$ cat src/include/isrp_cfg.svh
// constants of the two-wire register port: bus address, offsets, reset values
// assumes: included by bare name from the design files, after the package
// Notes on behaviour
// (RL1) slave only, never drives the clock
// (RL2) data moves only while clock low
// (RL3) data fall, clock high: start, take address
// (RL4) data rise, clock high: stop, end transfer
// (RL5) transmitter releases, receiver pulls low on ninth
// (RL6) received bits sampled on rising clock edge
// (RL7) address byte MSB first, upper seven match
// (RL8) address LSB one reads, zero writes
// (RL9) acknowledge address only on a match
// (RL10) byte after write address loads sub-address
// (RL11) single write: one byte stored, acknowledged, stop
// (RL12) multibyte write stores at successive addresses
// (RL13) address counter steps after each byte
// (RL14) current-address read returns register at counter
// (RL15) master acknowledge sends next consecutive register
// (RL16) master withholds acknowledge, device releases line
// (RL17) registers are eight bits, whole bytes only
// (RL18) registers without reset value hold undefined value
// (RL19) random read: sub-address write, repeated start, read
// (RL20) master avoids reserved and read-only writes
`ifndef ISRP_CFG_SVH
`define ISRP_CFG_SVH

// ***************************************************************
// bus address and byte framing
// ***************************************************************
`define ISRP_DEV_ADDR 7'h43
`define ISRP_LAST_BIT 3'h7

// ***************************************************************
// register offsets
// ***************************************************************
`define ISRP_OFF_VERSION 8'h00
`define ISRP_OFF_IDENT 8'h01
`define ISRP_OFF_SYNTH_CTL 8'h05
`define ISRP_OFF_SYNTH_MUL 8'h06
`define ISRP_OFF_SYNTH_DIV 8'h07
`define ISRP_OFF_REQUEST_LINE_POLARITY 8'h0C
`define ISRP_OFF_EDGE_SEL 8'h0D
`define ISRP_OFF_FAULT 8'h0F
`define ISRP_OFF_SOFT_RST 8'h10
`define ISRP_OFF_PLAYBACK_CONTROL 8'h13
`define ISRP_OFF_SILENCE 8'h14
`define ISRP_OFF_CMD_IRQ 8'h16
`define ISRP_OFF_REQ_EN 8'h18
`define ISRP_OFF_SYNC 8'h40
`define ISRP_OFF_ANC_LO 8'h41
`define ISRP_OFF_ANC_HI 8'h42

// ***************************************************************
// reset values
// ***************************************************************
`define ISRP_RST_SYNTH_CTL 8'hA1
`define ISRP_RST_SYNTH_MUL 8'h0C
`define ISRP_RST_SYNTH_DIV 8'h00
`define ISRP_RST_REQUEST_LINE_POLARITY 8'h01
`define ISRP_RST_UNDEF 8'h00
`define ISRP_RST_PLAYBACK_CONTROL 8'h01
`define ISRP_RST_SILENCE 8'h00
`define ISRP_RST_CMD_IRQ 8'h00
`define ISRP_RST_REQ_EN 8'h00
`define ISRP_RD_NONE 8'h00

`endif

$ cat src/include/isrp_pkg.sv
// types of the two-wire register port
// assumes: compiled before the design files
package isrp_pkg;

  // protocol engine states
  typedef enum logic [3:0] {
    S_IDLE      = 4'h0,
    S_ADDR      = 4'h1,
    S_ADDR_ACK  = 4'h2,
    S_SUB       = 4'h3,
    S_SUB_ACK   = 4'h4,
    S_WDATA     = 4'h5,
    S_WDATA_ACK = 4'h6,
    S_RDATA     = 4'h7,
    S_RACK      = 4'h8
  } isrp_state_e;

  // writable registers as seen by the decoder core
  typedef struct packed {
    logic [7:0] synthControl;
    logic [7:0] synthMultiplier;
    logic [7:0] synthInputDivider;
    logic [7:0] requestLinePolarity;
    logic [7:0] inputClockEdgeSelect;
    logic [7:0] playbackControl;
    logic [7:0] outputSilenceControl;
    logic [7:0] commandInterruptControl;
    logic [7:0] requestLineEnable;
  } isrp_ctrl_s;

  // read-only state reported by the decoder core
  typedef struct packed {
    logic [7:0] lastFaultCode;
    logic [7:0] frameSyncState;
    logic [7:0] ancillaryCountLow;
    logic [7:0] ancillaryCountHigh;
  } isrp_status_s;

  // one queued register write
  typedef struct packed {
    logic [7:0] addr;
    logic [7:0] data;
  } isrp_wr_s;

endpackage : isrp_pkg

$ cat src/rtl/isrp_slave_port.sv
// two-wire slave port with its write queue and register file
// assumes: clock and data pins are asynchronous to mclk, open-drain data
// wire resolved outside, decoder core on mclk supplies status
`timescale 1ns/10ps
`default_nettype none
`include "isrp_cfg.svh"

// ***************************************************************
// write queue, valid/ready on both sides
// ***************************************************************
module isrp_fifo #(
  parameter int WIDTH = 16,
  parameter int DEPTH = 8
) (
  input wire logic mclk,
  input wire logic resetn,
  input wire logic inValid,
  input wire logic [WIDTH-1:0] inData,
  output logic inReady,
  output logic outValid,
  output logic [WIDTH-1:0] outData,
  input wire logic outReady
);
  localparam int AW = $clog2(DEPTH);

  logic [WIDTH-1:0] mem [DEPTH];
  logic [AW-1:0] wrPtr_reg, wrPtr_next, rdPtr_reg, rdPtr_next;
  logic [AW:0] count_reg, count_next;
  logic push, pop;

  // handshakes, full and empty from the fill count
  assign inReady = (count_reg != (AW + 1)'(DEPTH));
  assign outValid = (count_reg != '0);
  assign outData = mem[rdPtr_reg];
  assign push = inValid && inReady;
  assign pop = outValid && outReady;

  // pointer and count next values; depth must be a power of two
  always_comb
  begin
    wrPtr_next = push ? wrPtr_reg + 1'b1 : wrPtr_reg;
    rdPtr_next = pop ? rdPtr_reg + 1'b1 : rdPtr_reg;
    count_next = count_reg;
    if (push && !pop)
      count_next = count_reg + 1'b1;
    else if (pop && !push)
      count_next = count_reg - 1'b1;
  end

  always_ff @(posedge mclk or negedge resetn)
  begin
    if (!resetn)
    begin
      wrPtr_reg <= '0;
      rdPtr_reg <= '0;
      count_reg <= '0;
    end
    else
    begin
      wrPtr_reg <= wrPtr_next;
      rdPtr_reg <= rdPtr_next;
      count_reg <= count_next;
    end
  end

  // storage carries data only, no reset needed
  always_ff @(posedge mclk)
  begin
    if (push)
      mem[wrPtr_reg] <= inData;
  end
endmodule : isrp_fifo

// ***************************************************************
// slave port top
// ***************************************************************
module isrp_slave_port #(
  parameter logic [7:0] SILICON_VERSION = 8'h00, // arbitrary value
  parameter logic [7:0] CHIP_IDENT = 8'h5A, // arbitrary value
  parameter int QUEUE_DEPTH = 8
) (
  input wire logic mclk,
  input wire logic resetn,
  input wire logic sclPin,
  input wire logic sdaPin,
  output logic sdaOut,
  output logic sdaOe,
  input wire logic cfgHold,
  input wire isrp_pkg::isrp_status_s status,
  output isrp_pkg::isrp_ctrl_s ctrl,
  output logic softResetPulse
);
  import isrp_pkg::*;

  logic sclMeta, sclS, sclD, sdaMeta, sdaS, sdaD;
  logic sclRise, sclFall, startEv, stopEv;
  isrp_state_e state_reg, state_next;
  logic [2:0] bitCnt_reg, bitCnt_next;
  logic [7:0] shift_reg, shift_next, addrCnt_reg, addrCnt_next, rdByte;
  logic ninth_reg, ninth_next, mAck_reg, mAck_next;
  logic sdaOe_reg, sdaOe_next, sdaOut_reg, pushNow;
  logic fifoInReady, fifoOutValid, applyWr;
  isrp_wr_s fifoOut;
  isrp_ctrl_s ctrl_reg, ctrl_next;
  logic softRst_reg, softRst_next;

  // ***************************************************************
  // pin synchronisers and bus events
  // ***************************************************************
  // two flops per pin, a third stage for edge finding
  always_ff @(posedge mclk or negedge resetn)
  begin
    if (!resetn)
    begin
      sclMeta <= 1'b1;
      sclS <= 1'b1;
      sclD <= 1'b1;
      sdaMeta <= 1'b1;
      sdaS <= 1'b1;
      sdaD <= 1'b1;
    end
    else
    begin
      sclMeta <= sclPin;
      sclS <= sclMeta;
      sclD <= sclS;
      sdaMeta <= sdaPin;
      sdaS <= sdaMeta;
      sdaD <= sdaS;
    end
  end

  // edges of the clock, start and stop while clock is high
  assign sclRise = sclS && !sclD;
  assign sclFall = !sclS && sclD;
  assign startEv = sclS && sclD && sdaD && !sdaS; // [RL3]
  assign stopEv = sclS && sclD && !sdaD && sdaS; // [RL4]

  // ***************************************************************
  // register read decode
  // ***************************************************************
  // whole bytes only; unmapped, reserved and write-only read as zero
  function automatic logic [7:0] regRead(input logic [7:0] a); // [RL17]
    logic [7:0] v;
    v = `ISRP_RD_NONE;
    unique case (a)
      `ISRP_OFF_VERSION: v = SILICON_VERSION;
      `ISRP_OFF_IDENT: v = CHIP_IDENT;
      `ISRP_OFF_SYNTH_CTL: v = ctrl_reg.synthControl;
      `ISRP_OFF_SYNTH_MUL: v = ctrl_reg.synthMultiplier;
      `ISRP_OFF_SYNTH_DIV: v = ctrl_reg.synthInputDivider;
      `ISRP_OFF_REQUEST_LINE_POLARITY: v = ctrl_reg.requestLinePolarity;
      `ISRP_OFF_EDGE_SEL: v = ctrl_reg.inputClockEdgeSelect;
      `ISRP_OFF_FAULT: v = status.lastFaultCode;
      `ISRP_OFF_PLAYBACK_CONTROL: v = ctrl_reg.playbackControl;
      `ISRP_OFF_SILENCE: v = ctrl_reg.outputSilenceControl;
      `ISRP_OFF_CMD_IRQ: v = ctrl_reg.commandInterruptControl;
      `ISRP_OFF_REQ_EN: v = ctrl_reg.requestLineEnable;
      `ISRP_OFF_SYNC: v = status.frameSyncState;
      `ISRP_OFF_ANC_LO: v = status.ancillaryCountLow;
      `ISRP_OFF_ANC_HI: v = status.ancillaryCountHigh;
      default: v = `ISRP_RD_NONE;
    endcase
    return v;
  endfunction : regRead

  assign rdByte = regRead(addrCnt_reg);

  // ***************************************************************
  // protocol engine
  // ***************************************************************
  // stop and start take priority; the line only moves on a clock fall
  always_comb
  begin
    state_next = state_reg;
    bitCnt_next = bitCnt_reg;
    shift_next = shift_reg;
    addrCnt_next = addrCnt_reg;
    ninth_next = ninth_reg;
    mAck_next = mAck_reg;
    sdaOe_next = sdaOe_reg;
    pushNow = 1'b0;
    if (stopEv)
    begin
      state_next = S_IDLE; // [RL4]
      sdaOe_next = 1'b0;
    end
    else if (startEv)
    begin
      state_next = S_ADDR; // [RL3]
      bitCnt_next = 3'h0;
      sdaOe_next = 1'b0;
    end
    else if (sclRise)
    begin
      unique case (state_reg)
        S_ADDR, S_SUB, S_WDATA:
        begin
          shift_next = {shift_reg[6:0], sdaS}; // [RL6] [RL7]
          bitCnt_next = bitCnt_reg + 3'h1;
          if (bitCnt_reg == `ISRP_LAST_BIT)
          begin
            ninth_next = 1'b0;
            state_next = (state_reg == S_ADDR) ? S_ADDR_ACK :
                         (state_reg == S_SUB) ? S_SUB_ACK : S_WDATA_ACK;
          end
        end
        S_ADDR_ACK, S_SUB_ACK, S_WDATA_ACK:
          ninth_next = 1'b1;
        S_RDATA:
        begin
          bitCnt_next = bitCnt_reg + 3'h1;
          if (bitCnt_reg == `ISRP_LAST_BIT)
          begin
            state_next = S_RACK;
            ninth_next = 1'b0;
          end
        end
        S_RACK:
        begin
          ninth_next = 1'b1;
          mAck_next = !sdaS; // master acknowledge on ninth pulse
        end
        S_IDLE: ;
        default: state_next = S_IDLE;
      endcase
    end
    else if (sclFall) // [RL2]
    begin
      unique case (state_reg)
        S_ADDR_ACK:
          if (!ninth_reg)
          begin
            if (shift_reg[7:1] == `ISRP_DEV_ADDR)
              sdaOe_next = 1'b1; // [RL9] [RL5]
            else
              state_next = S_IDLE; // [RL9]
          end
          else
          begin
            bitCnt_next = 3'h0;
            if (shift_reg[0]) // [RL8]
            begin
              state_next = S_RDATA; // [RL14]
              shift_next = rdByte;
              sdaOe_next = !rdByte[7];
            end
            else
            begin
              state_next = S_SUB;
              sdaOe_next = 1'b0;
            end
          end
        S_SUB_ACK:
          if (!ninth_reg)
          begin
            sdaOe_next = 1'b1;
            addrCnt_next = shift_reg; // [RL10]
          end
          else
          begin
            sdaOe_next = 1'b0;
            bitCnt_next = 3'h0;
            state_next = S_WDATA;
          end
        S_WDATA_ACK:
          if (!ninth_reg)
          begin
            if (fifoInReady)
            begin
              pushNow = 1'b1; // [RL11] [RL12]
              sdaOe_next = 1'b1;
              addrCnt_next = addrCnt_reg + 8'h01; // [RL13]
            end
            else
              state_next = S_IDLE; // queue full: byte refused
          end
          else
          begin
            sdaOe_next = 1'b0;
            bitCnt_next = 3'h0;
            state_next = S_WDATA;
          end
        S_RDATA:
        begin
          shift_next = {shift_reg[6:0], 1'b0};
          sdaOe_next = !shift_reg[6];
        end
        S_RACK:
          if (!ninth_reg)
          begin
            sdaOe_next = 1'b0; // [RL5]
            addrCnt_next = addrCnt_reg + 8'h01; // [RL13]
          end
          else if (mAck_reg)
          begin
            state_next = S_RDATA; // [RL15]
            bitCnt_next = 3'h0;
            shift_next = rdByte;
            sdaOe_next = !rdByte[7];
          end
          else
            state_next = S_IDLE; // [RL16]
        S_IDLE, S_ADDR, S_SUB, S_WDATA: ;
        default: state_next = S_IDLE;
      endcase
    end
  end

  always_ff @(posedge mclk or negedge resetn)
  begin
    if (!resetn)
    begin
      state_reg <= S_IDLE;
      bitCnt_reg <= 3'h0;
      shift_reg <= 8'h00;
      addrCnt_reg <= 8'h00;
      ninth_reg <= 1'b0;
      mAck_reg <= 1'b0;
      sdaOe_reg <= 1'b0;
      sdaOut_reg <= 1'b0;
    end
    else
    begin
      state_reg <= state_next;
      bitCnt_reg <= bitCnt_next;
      shift_reg <= shift_next;
      addrCnt_reg <= addrCnt_next;
      ninth_reg <= ninth_next;
      mAck_reg <= mAck_next;
      sdaOe_reg <= sdaOe_next;
      sdaOut_reg <= 1'b0; // open drain: only ever pulls low [RL1]
    end
  end

  assign sdaOe = sdaOe_reg;
  assign sdaOut = sdaOut_reg;

  // ***************************************************************
  // write queue and register file
  // ***************************************************************
  isrp_fifo #(
    .WIDTH($bits(isrp_wr_s)),
    .DEPTH(QUEUE_DEPTH)
  ) u_queue (
    .mclk(mclk),
    .resetn(resetn),
    .inValid(pushNow),
    .inData({addrCnt_reg, shift_reg}),
    .inReady(fifoInReady),
    .outValid(fifoOutValid),
    .outData(fifoOut),
    .outReady(!cfgHold)
  );

  assign applyWr = fifoOutValid && !cfgHold;

  // drained writes update writable registers; read-only ones ignore them
  always_comb
  begin
    ctrl_next = ctrl_reg;
    softRst_next = 1'b0;
    if (applyWr)
    begin
      unique case (fifoOut.addr)
        `ISRP_OFF_SYNTH_CTL: ctrl_next.synthControl = fifoOut.data;
        `ISRP_OFF_SYNTH_MUL: ctrl_next.synthMultiplier = fifoOut.data;
        `ISRP_OFF_SYNTH_DIV: ctrl_next.synthInputDivider = fifoOut.data;
        `ISRP_OFF_REQUEST_LINE_POLARITY: ctrl_next.requestLinePolarity = fifoOut.data;
        `ISRP_OFF_EDGE_SEL: ctrl_next.inputClockEdgeSelect = fifoOut.data;
        `ISRP_OFF_SOFT_RST: softRst_next = 1'b1;
        `ISRP_OFF_PLAYBACK_CONTROL: ctrl_next.playbackControl = fifoOut.data;
        `ISRP_OFF_SILENCE: ctrl_next.outputSilenceControl = fifoOut.data;
        `ISRP_OFF_CMD_IRQ: ctrl_next.commandInterruptControl = fifoOut.data;
        `ISRP_OFF_REQ_EN: ctrl_next.requestLineEnable = fifoOut.data;
        default: ;
      endcase
    end
  end

  always_ff @(posedge mclk or negedge resetn)
  begin
    if (!resetn)
    begin
      ctrl_reg.synthControl <= `ISRP_RST_SYNTH_CTL;
      ctrl_reg.synthMultiplier <= `ISRP_RST_SYNTH_MUL;
      ctrl_reg.synthInputDivider <= `ISRP_RST_SYNTH_DIV;
      ctrl_reg.requestLinePolarity <= `ISRP_RST_REQUEST_LINE_POLARITY;
      ctrl_reg.inputClockEdgeSelect <= `ISRP_RST_UNDEF; // [RL18]
      ctrl_reg.playbackControl <= `ISRP_RST_PLAYBACK_CONTROL;
      ctrl_reg.outputSilenceControl <= `ISRP_RST_SILENCE;
      ctrl_reg.commandInterruptControl <= `ISRP_RST_CMD_IRQ;
      ctrl_reg.requestLineEnable <= `ISRP_RST_REQ_EN;
      softRst_reg <= 1'b0;
    end
    else
    begin
      ctrl_reg <= ctrl_next;
      softRst_reg <= softRst_next;
    end
  end

  assign ctrl = ctrl_reg;
  assign softResetPulse = softRst_reg;
endmodule : isrp_slave_port

`default_nettype wire

$ cat config.mk
export PLATFORM = sky130hd
export DESIGN_NAME = isrp_slave_port
export DESIGN_NICKNAME = d
export VERILOG_FILES = /design/src/include/isrp_pkg.sv /design/src/rtl/isrp_slave_port.sv
export VERILOG_INCLUDE_DIRS = /design/src /design/src/include
export SDC_FILE = /design/constraint.sdc
export NUM_CORES = 1
export LEC_CHECK = 0
export ABC_AREA = 1
export ABC_CLOCK_PERIOD_IN_PS = 4000
export BUFFER_PORTS_ARGS = -buffer_cell sky130_fd_sc_hd__buf_4
export CORE_ASPECT_RATIO = 1.2
export CORE_MARGIN = 5
export CORE_UTILIZATION = 46
export CTS_BUF_LIST = sky130_fd_sc_hd__clkbuf_2 sky130_fd_sc_hd__clkbuf_4 sky130_fd_sc_hd__clkbuf_8
export DETAILED_ROUTE_END_ITERATION = 8
export HOLD_SLACK_MARGIN = 0.02
export RECOVER_POWER = 50
export REMOVE_ABC_BUFFERS = 1
export SYNTH_ARGS = -nofsm -noshare
export SYNTH_HDL_FRONTEND = slang
export SYNTH_HIERARCHICAL = 1
export SYNTH_SLANG_ARGS = --single-unit
$ cat constraint.sdc
create_clock -name mclk -period 4 [get_ports mclk]
set_input_delay 0.4 -clock mclk [delete_from_list [all_inputs] [get_ports mclk]]
set_output_delay 0.4 -clock mclk [all_outputs]
set_load 0.02 [all_outputs]
==> results of run 1 <==
==> power groups by stage <==
stage / registers (mW) / clock network [mW] / logic (mW)
global route: 3.58 / 2.51 / 2.96
finish: 3.53 / 2.33 / 2.62
CTS: 3.52 / 2.38 / 2.71
detailed placement: 3.56 / 0 / 2.70
global placement: 3.56 / 0 / 2.66
floorplan: 3.73 / 0 / 1.40
==> worst register-to-register path: cells and delay by family (launching register included) <==
family / cells / cell delay, ns
AO/OA/AOI/OAI: 1 / 0.45
flip-flops: 1 / 0.92
AND/OR/NAND/NOR: 9 / 1.67
==> worst max path at each step <==
| stage | cells past startpoint | slack (ns) | from | end |
|---|---|---|---|---|
| 6_report | 10 | 0.86 | u_queue/rdPtr_reg[0] | ctrl[0] |
| 3_5_place_dp | 16 | 0.89 | sclS | u_queue/count_reg[3] |
| 5_1_grt | 8 | 0.57 | u_queue/rdPtr_reg[0] | ctrl[47] |
| 2_1_floorplan | 15 | 0.20 | u_queue/rdPtr_reg[0] | ctrl[10] |
| 3_3_place_gp | 16 | 0.93 | sclS | u_queue/count_reg[3] |
| 4_1_cts | 10 | 0.91 | u_queue/rdPtr_reg[0] | ctrl[0] |
==> layout by cell type (no fill, tap or decap), types with 6 or more instances in the layout <==
cell type and instances:
a21boi_1 6, buf_4 89, nor3_1 9, nor2_4 7, clkbuf_4 21, inv_1 137, a21oi_1 11, nand3_1 95
clkbuf_1 31, clkbuf_8 48, edfxtp_1 128, inv_2 6, dfstp_2 11, ha_1 14, nand2_1 463, nor2_1 200
o21ai_0 98, nand4_1 11, nor2_2 14, dfrtp_1 101
==> per-layer routing <==
metal | share of wire | wire (um) | vias up
met5 | 0 | 0 | -
met4 | 0.028 | 926 | 0
met3 | 0.060 | 1970 | 59
met2 | 0.48 | 15700 | 319
met1 | 0.44 | 14400 | 4593
li1 | - | - | 4784
==> synth_stat cells (6+ instances only) <==
cell and instances:
nor2_4 7, inv_1 137, ha_1 14, a21oi_1 11, a21boi_1 6, edfxtp_1 128
nand2_1 463, nor2_1 200, dfstp_2 13, nor3_1 13, o21ai_0 98, dfrtp_1 102
nand4_1 11, nand3_1 95, inv_2 6, buf_4 10, buf_2 22, nor2_2 14
clkbuf_1 10
==> metrics by stage <==
step                area [um2]  setup slack, ns
CTS                      14000            0.906
global route             13900            0.571
finish                   13900            0.859
floorplan                11700            0.198
global placement         13100            0.927
detailed placement       13100            0.891
==> logic make-up (layout without fill, tap and decap cells) <==
logic type / after synthesis / after routing / synth area share
AO/OA/AOI/OAI: 139 / 139 / 0.0656
XOR/XNOR: 8 / 8 / 0.00585
adder cells (fa/ha/maj): 15 / 15 / 0.0163
buffers and inverters: 188 / 344 / 0.0657
flip-flops: 243 / 243 / 0.562
other: 1 / 1 / 0.000313
AND/OR/NAND/NOR: 818 / 818 / 0.284
==> area by class of cell <==
cell class | instances | area share
inverters | 144 | 0.0390
clock inverters | 7 | 0.00478
repair buffers | 126 | 0.0601
multi-input cells | 981 | 0.323
well taps | 330 | 0.0298
clock buffers | 67 | 0.0579
flip-flops and latches | 243 | 0.486
==> results.sh, run 1 <==
export IMPL_hold_end="u_queue/rdPtr_reg[1]"
export IMPL_die_area_um2=29400
export IMPL_pwr_density_cell_nw_per_um2=611
export IMPL_antenna_found_initial=0
export IMPL_cts_inserted_buffers=40
export IMPL_syn_instance_count=1412
export IMPL_drt_iter0_drc=710
export IMPL_holdPathStages=4
export IMPL_maxSlewHeadroom=-0.211
export IMPL_vias=9755
export IMPL_yosysSeqAreaShare=0.562
export IMPL_final_hold_viol_count=0
export IMPL_synth_cell_type_count=47
export IMPL_ant_nets=0
export IMPL_slowest_delay_ns=0.92
export IMPL_postCtsSetupBuffers=0
export IMPL_period_share=0.785
export IMPL_tightest_slew_ns=1.82
export IMPL_fmax_mhz=318
export IMPL_syn_avg_cell_area_um2=8.49
export IMPL_n_antenna_cell=0
export IMPL_p_leak_nw=6.40
export IMPL_critical_path_required_ns=4.42
export IMPL_critPathCaptureType="register"
export IMPL_rr_worst_depth=10
export IMPL_die_height_um=187
export IMPL_grt_usage=0.229
export IMPL_report_power_total_mw=8.48
export IMPL_worstReg2RegStart="u_queue/rdPtr_reg[0]"
export IMPL_min_period_ns=3.14
export IMPL_p_sw_frac=0.388
export IMPL_n_fill_cell=2439
export IMPL_use_met3=0.0415
export IMPL_seq_power_share=0.416
export IMPL_rsz0062_at_grt="false"
export IMPL_cp_common_cell="nand2_1"
export IMPL_hpwl_um=22200
export IMPL_slew_viol_final=73
export IMPL_grt_pass1_wl_um=52900
export IMPL_dp_cells=1821
export IMPL_gp_congestion=0.873
export IMPL_synth_area_leader_cell="edfxtp_1"
export IMPL_clock_root_buffer="clkbuf_8"
export IMPL_drc=0
export IMPL_finalNonFillerCells=1898
export IMPL_rrSetupSlack_ns=0.86
export IMPL_path_cells="nand2_1, nand2_1, nand2_1, nand2_1, nand2_1, nor2_1, nand3_1, nor2_1, nand4_1, o21ai_0"
export IMPL_routed_via_density=5.14
export IMPL_clock_path_buffers=3
export IMPL_largest_reg_flops=128
export IMPL_seq_area_um2=6740
export IMPL_cpLargestDelayFamily="simple AND/OR/NAND/NOR gates"
export IMPL_p_int_mw=5.19
export IMPL_fin_worst_hold_slack_ns=0.165
export IMPL_cts_hold_buf=3
export IMPL_min_path_type="primary input to register"
export IMPL_final_layout_size_suffix_gt1_frac=0.145
export IMPL_combinationalPowerShare=0.309
export IMPL_clkPwrFrac=0.275
export IMPL_critPathSlowestCell="dfrtp_4"
export IMPL_arrival_ns=3.56
export IMPL_clk_pin_slew_ns=0.06
export IMPL_area_growth_pct=15.8
export IMPL_cts_tree="done"
export IMPL_wl_um=33000
export IMPL_min_from="cfgHold"
export IMPL_core_area_um2=25600
export IMPL_yosysWarnings=6
export IMPL_dr_pass1_iters=6
export IMPL_fp_row_count=64
export IMPL_setup_viol=0
export IMPL_cap_violations=1
export IMPL_path_buf_inv=0
export IMPL_ys_seq_elements=243
export IMPL_p_sw_mw=3.29
export IMPL_h_tree_depth=2
export IMPL_avgRoutedWirePerCell_um=17.4
export IMPL_insertion_delay_ns=0.54
export IMPL_outcome="complete, but fails checks"
export IMPL_grt_pass1_vias=9536
export IMPL_top_usage_layer="met2"
export IMPL_crit_fanout=81
export IMPL_start_kind="register"
export IMPL_synthDominantCellAreaShare=0.321
export IMPL_synthFlopType="edfxtp_1"
export IMPL_grt_met1_usage=0.314
export IMPL_ir_drop_mv=0.347
export IMPL_tns_ns=0
export IMPL_violations="max-capacitance violations, max-slew violations"
export IMPL_yosys_top_cells_area="edfxtp_1, dfrtp_1, nand2_1"
export IMPL_skew_ns=0.0201
export IMPL_cts_resized=0
export IMPL_boundaryPins=112
export IMPL_syn_area_um2=12000
export IMPL_synth_edf_count=128
export IMPL_grt_ovfl_total=0
export IMPL_start_util=0.468
export IMPL_cts_sinks=243
export IMPL_met2_usage=0.368
export IMPL_multiInputGateArea_um2=4480
export IMPL_grt_max_degree=82
export IMPL_port_buffers=110
export IMPL_nets=1588
export IMPL_final_util=0.542
export IMPL_r2r_end="ctrl[0]"
export IMPL_crit_type="register to register"
export IMPL_dieWidth_um=157
export IMPL_ys_async_sr_fraction=0.473
(Power assumes the default switching activity.)
==> run 2: changes to the inputs <==
Settings changed: ABC_AREA 1 to 0, ABC_CLOCK_PERIOD_IN_PS 4000 to 2650, PLACE_DENSITY from default to 0.67.
Clock period 4 ns to 2.65 ns, I/O delays scaled along.
==> results.sh, run 2 <==
export IMPL_outcome="complete, but fails checks"
export IMPL_violations="max-capacitance violations, max-slew violations, negative setup slack"
export IMPL_worst_path_stages=10
export IMPL_seq_area_um2=6740
export IMPL_cap_violations=1
export IMPL_dr_pass1_iters=5
export IMPL_ys_async_sr_fraction=0.473
export IMPL_insertion_delay_ns=0.54
export IMPL_cts_inserted_buffers=38
export IMPL_synth_cell_type_count=77
export IMPL_grt_ovfl_total=0
export IMPL_clock_root_buffer="clkbuf_8"
export IMPL_fmax_mhz=358
export IMPL_synthFlopType="edfxtp_1"
export IMPL_critical_path_required_ns=3.08
export IMPL_ir_drop_mv=0.348
export IMPL_grt_max_degree=61
export IMPL_cp_common_cell="buf_12"
export IMPL_pwr_density_cell_nw_per_um2=532
export IMPL_critPathSlowestCell="mux4_2"
export IMPL_final_hold_viol_count=0
export IMPL_routed_via_density=5.92
export IMPL_synthDominantCellAreaShare=0.332
export IMPL_ant_nets=0
export IMPL_gp_congestion=0.881
export IMPL_clock_path_buffers=3
export IMPL_grt_pass1_vias=8352
export IMPL_cts_tree="done"
export IMPL_core_area_um2=24800
export IMPL_min_path_type="primary input to register"
export IMPL_syn_avg_cell_area_um2=13.7
export IMPL_tns_ns=-4.69
export IMPL_grt_pass1_wl_um=48900
export IMPL_synth_area_leader_cell="edfxtp_1"
export IMPL_n_fill_cell=1989
export IMPL_period_share=1.05
export IMPL_worstReg2RegStart="u_queue/rdPtr_reg[0]"
export IMPL_antenna_found_initial=0
export IMPL_largest_reg_flops=128
export IMPL_boundaryPins=112
export IMPL_setup_viol=66
export IMPL_crit_fanout=8
export IMPL_start_util=0.467
export IMPL_final_cell_mix="buf_4, edfxtp_1, dfrtp_1, mux2_2, nand2_1"
export IMPL_avgRoutedWirePerCell_um=23.0
export IMPL_n_antenna_cell=0
export IMPL_path_buf_inv=4
export IMPL_slew_viol_final=38
export IMPL_maxSlewHeadroom=-0.519
export IMPL_crit_type="register to register"
export IMPL_synth_edf_count=128
export IMPL_layout_commonest_cell="buf_4"
export IMPL_final_layout_size_suffix_gt1_frac=0.411
export IMPL_syn_area_um2=11600
export IMPL_min_period_ns=2.80
export IMPL_rrSetupSlack_ns=-0.15
export IMPL_slowest_delay_ns=0.50
export IMPL_skew_ns=0.0330
export IMPL_port_buffers=110
export IMPL_setup_ws_ns=-0.145
export IMPL_hpwl_um=22100
export IMPL_h_tree_depth=2
export IMPL_start_kind="register"
export IMPL_wl_um=32300
export IMPL_yosysWarnings=6
export IMPL_grt_usage=0.224
export IMPL_path_cells="buf_12, buf_12, buf_8, mux4_2, mux2_4, nor2_4, nand3_4, nor3b_2, buf_6, mux2_2"
export IMPL_cts_sinks=243
export IMPL_dieWidth_um=155
export IMPL_place_ws_ns=-0.471
export IMPL_area_growth_pct=27.3
export IMPL_yosysSeqAreaShare=0.583
export IMPL_fin_area_um2=14700
export IMPL_crit_path_end="ctrl[47]"
export IMPL_arrival_ns=3.22
export IMPL_yosys_cell_count_top_type="edfxtp_1"
export IMPL_drt_iter0_drc=632
export IMPL_rr_worst_depth=10
export IMPL_multiInputGateArea_um2=4870
export IMPL_rsz0062_at_grt="true"
export IMPL_die_height_um=184
export IMPL_p_leak_nw=5.84
export IMPL_yosys_top_cells_area="edfxtp_1, dfrtp_1, mux2_2"
export IMPL_critPathLaunch="u_queue/rdPtr_reg[0]"
export IMPL_syn_instance_count=846
export IMPL_clk_pin_slew_ns=0.06
export IMPL_tightest_slew_ns=2.28
export IMPL_ys_seq_elements=243
export IMPL_r2r_end="ctrl[47]"
export IMPL_drc=0
export IMPL_min_from="cfgHold"
export IMPL_vias=8347
export IMPL_fp_row_count=63
export IMPL_critPathCaptureType="register"
export IMPL_synthTopCellsByCount="edfxtp_1, dfrtp_1, mux2_2"
export IMPL_die_area_um2=28400
export IMPL_cpLargestDelayFamily="multiplexers"
export IMPL_final_util=0.595
export IMPL_nets=1106
export IMPL_place_area_um2=13500
==> run 2: changes by cell type in the layout (fill, tap and decap cells not counted), moves of 15 or more <==
cell,change
nand2_1,-413
nor2_1,-160
inv_1,-129
buf_4,+92
o21ai_0,-75
nand3_1,-66
mux2_2,+59
mux2_4,+33
a21oi_1,+22
clkbuf_1,-21
mux4_2,+17
a22oi_1,+16
buf_12,+16
mux4_1,+15
==> run 2: how the worst min path moves through the flow <==
stage,to,depth (start not counted)
final,u_queue/rdPtr_reg[2],4
after global routing,u_queue/rdPtr_reg[2],4
after CTS,u_queue/rdPtr_reg[2],4
after detailed placement,ctrl[29],1
after global placement,ctrl[29],1
after floorplan,addrCnt_reg[0],0
==> run 2: power breakdown <==
| part | switching, mW | internal (mW) | total (mW) | leakage, nW |
|---|---|---|---|---|
| clock network | 1.42 | 1.78 | 3.20 | 0.429 |
| logic | 0.175 | 0.135 | 0.310 | 2.86 |
| registers | 0.169 | 4.15 | 4.32 | 2.55 |
| total | 1.77 | 6.06 | 7.83 | 5.84 |
==> run 2: logic make-up after synthesis <==
kind of cell | share of synthesized area
buffers and inverters | 0.0269
DFF | 0.583
adders and majority gates | 0.0169
and+or+nand+nor | 0.103
AOI/OAI and AO/OA | 0.0959
muxes | 0.168
other | 0.000324
xor gates and xnor gates | 0.00682
==> run 2: area by class of cell <==
cell class / count / share of cell area
Multi-Input combinational cell: 538 / 0.331
Inverter: 12 / 0.00323
Timing Repair Buffer: 221 / 0.127
Clock inverter: 11 / 0.00374
Tap cell: 325 / 0.0276
Clock buffer: 59 / 0.0501
Sequential cell: 243 / 0.458
==> run 2: tightest hold or removal path: stages <==
cell,delay (ns)
buf_4,0.11
inv_1,0.06
nand3_1,0.08
xnor2_1,0.07
==> run 2: layer usage <==
metal / vias to the layer above / track usage / share of wire
li1: 3705 / - / -
met1: 4217 / 0.292 / 0.40
met2: 351 / 0.376 / 0.50
met3: 74 / 0.0379 / 0.062
met4: 0 / 0.0869 / 0.034
met5: - / 0 / 0
==> run 2: timing repair <==
action,in CTS,in global routing
gates resized for setup,51,58
hold buffers,3,0
buffers inserted,3,6
hold endpoints to repair,31,0
endpoints found under the setup margin,75,76
pin swaps,10,8
==> run 2: through the flow <==
stage	std cells	power (mW)	hold slack, ns
floorplan	793	4.47	-0.0306
global placement	1327	4.68	0.278
detailed placement	1327	4.70	0.283
CTS	1403	7.90	0.0908
global route	1409	8.13	0.120
finish	1409	7.83	0.101
==> run 3: changes to the inputs <==
Settings changed: ABC_CLOCK_PERIOD_IN_PS 2650 to 3300, PLACE_DENSITY 0.67 to default.
Clock period 2.65 ns to 3.3 ns, I/O delays scaled along.
==> results.sh, run 3 (same netlist as run 2, synthesis figures left out) <==
export IMPL_rsz0062_at_grt="false"
export IMPL_clkPwrFrac=0.424
export IMPL_wl_um=31700
export IMPL_h_tree_depth=2
export IMPL_largest_reg_flops=128
export IMPL_drt_iter0_drc=636
export IMPL_grt_pass1_vias=8183
export IMPL_insertion_delay_ns=0.54
export IMPL_dieWidth_um=155
export IMPL_p_leak_nw=5.31
export IMPL_p_sw_mw=1.45
export IMPL_critPathSlowestCell="mux4_1"
export IMPL_vias=8011
export IMPL_p_int_mw=4.98
export IMPL_cts_sinks=243
export IMPL_place_area_um2=13000
export IMPL_setup_viol=0
export IMPL_core_area_um2=24800
export IMPL_cap_violations=0
export IMPL_cpLargestDelayFamily="multiplexers"
export IMPL_outcome="complete, no violations"
export IMPL_clock_root_buffer="clkbuf_8"
export IMPL_gp_congestion=0.896
export IMPL_min_path_type="primary input to register"
export IMPL_final_layout_size_suffix_gt1_frac=0.321
export IMPL_min_period_ns=3.15
export IMPL_cts_inserted_buffers=39
export IMPL_grt_ovfl_total=0
export IMPL_layout_commonest_cell="edfxtp_1"
export IMPL_area_growth_pct=18.4
export IMPL_path_buf_inv=1
export IMPL_grt_max_degree=71
export IMPL_critical_path_required_ns=3.71
export IMPL_dr_pass1_iters=5
export IMPL_clk_pin_slew_ns=0.06
export IMPL_final_cell_mix="edfxtp_1, buf_4, dfrtp_1, mux2_2, nand2_1"
export IMPL_maxSlewHeadroom=0.184
export IMPL_grt_pass1_wl_um=48000
export IMPL_seq_power_share=0.545
export IMPL_arrival_ns=3.56
export IMPL_routed_via_density=5.92
export IMPL_die_area_um2=28400
export IMPL_start_kind="register"
export IMPL_cp_common_cell="mux2_2"
export IMPL_critPathCaptureType="register"
export IMPL_p_sw_frac=0.226
export IMPL_cts_tree="done"
export IMPL_avgRoutedWirePerCell_um=23.5
export IMPL_antenna_found_initial=0
export IMPL_die_height_um=184
export IMPL_fmax_mhz=318
export IMPL_postCtsSetupBuffers=0
export IMPL_n_antenna_cell=0
export IMPL_clock_path_buffers=3
export IMPL_crit_type="register to register"
export IMPL_nets=1051
export IMPL_path_cells="mux4_1, mux2_2, nor2_1, nand3_1, nor3b_2, buf_4, nand2_1, mux2_2"
export IMPL_pwr_density_cell_nw_per_um2=470
export IMPL_final_util=0.553
export IMPL_start_util=0.467
export IMPL_drc=0
export IMPL_slew_viol_final=0
export IMPL_fin_area_um2=13700
export IMPL_tightest_slew_ns=1.22
export IMPL_skew_ns=0.0190
export IMPL_fin_worst_hold_slack_ns=0.117
export IMPL_grt_usage=0.220
export IMPL_ir_drop_mv=0.321
export IMPL_port_buffers=110
export IMPL_combinationalPowerShare=0.031
export IMPL_tns_ns=0
export IMPL_fp_row_count=63
export IMPL_final_hold_viol_count=0
export IMPL_hpwl_um=21600
export IMPL_crit_fanout=9
export IMPL_period_share=0.954
export IMPL_ant_nets=0
export IMPL_boundaryPins=112
export IMPL_slowest_delay_ns=0.58
run 3: cell count changes in the layout (fill, tap and decap cells not counted), sizes merged:
cell / change
buf: -82
bufinv: +1
clkbuf: +30
clkinv: -7
clkinvlp: +1
inv: +1
run 3: stage by stage:
stage / power, mW / std cells / worst slack [ns]
after global routing: 6.67 / 1353 / 0.0181
after detailed placement: 3.76 / 1280 / 0.0690
after CTS: 6.49 / 1353 / 0.0593
final: 6.43 / 1353 / 0.153
after global placement: 3.75 / 1280 / 0.133
after floorplan: 3.59 / 793 / -0.915
run 3: worst paths after layout:
| kind | from | to | slack, ns | cells after the start |
|---|---|---|---|---|
| worst max-delay path | u_queue/rdPtr_reg[0] | ctrl[48] | 0.15 | 8 |
| worst min-delay path | cfgHold | u_queue/rdPtr_reg[2] | 0.12 | 4 |
| worst max register to register | u_queue/rdPtr_reg[0] | ctrl[48] | 0.15 | 8 |
| worst min register to register | sdaMeta | sdaS | 0.36 | 0 |
| max in group asynchronous | resetn | ctrl[27] | 0.99 | 3 |
| min in group asynchronous | resetn | state_reg[0] | 0.59 | 2 |
run 3: power by group through the flow:
| stage | clock network, mW | logic, mW | registers, mW |
|---|---|---|---|
| 2_1_floorplan | 0 | 0.103 | 3.48 |
| 3_3_place_gp | 0 | 0.196 | 3.55 |
| 3_5_place_dp | 0 | 0.201 | 3.56 |
| 4_1_cts | 2.78 | 0.204 | 3.50 |
| 5_1_grt | 2.93 | 0.226 | 3.52 |
| 6_report | 2.73 | 0.198 | 3.50 |
run 3: worst register-to-register path: cells and delay by family (launching register included):
kind / cells / cell delay [ns]
DFF: 1 / 0.51
muxes: 3 / 1.27
buffers and inverters: 1 / 0.18
and+or+nand+nor: 4 / 1.08
run 3: area by class of cell:
type	count	area [um2]
Clock buffer	63	767
Clock inverter	7	63.8
Fill cell	2108	11100
Inverter	12	45.0
Multi-Input combinational cell	538	4550
Sequential cell	243	6740
Tap cell	325	407
Timing Repair Buffer	165	1120
run 3: timing repair:
action                                  4_1_cts  5_1_grt
gates resized for setup                       0        2
endpoints found under the hold margin        40        0
hold buffers                                  3        0
endpoints found under the setup margin        0       18
run 3: layer usage:
metal | up-vias | wire length (um) | global-route usage
met2 | 285 | 16000 | 0.374
met5 | - | 0 | 0
li1 | 3609 | - | -
met1 | 4067 | 13200 | 0.290
met4 | 0 | 746 | 0.0664
met3 | 50 | 1750 | 0.0389
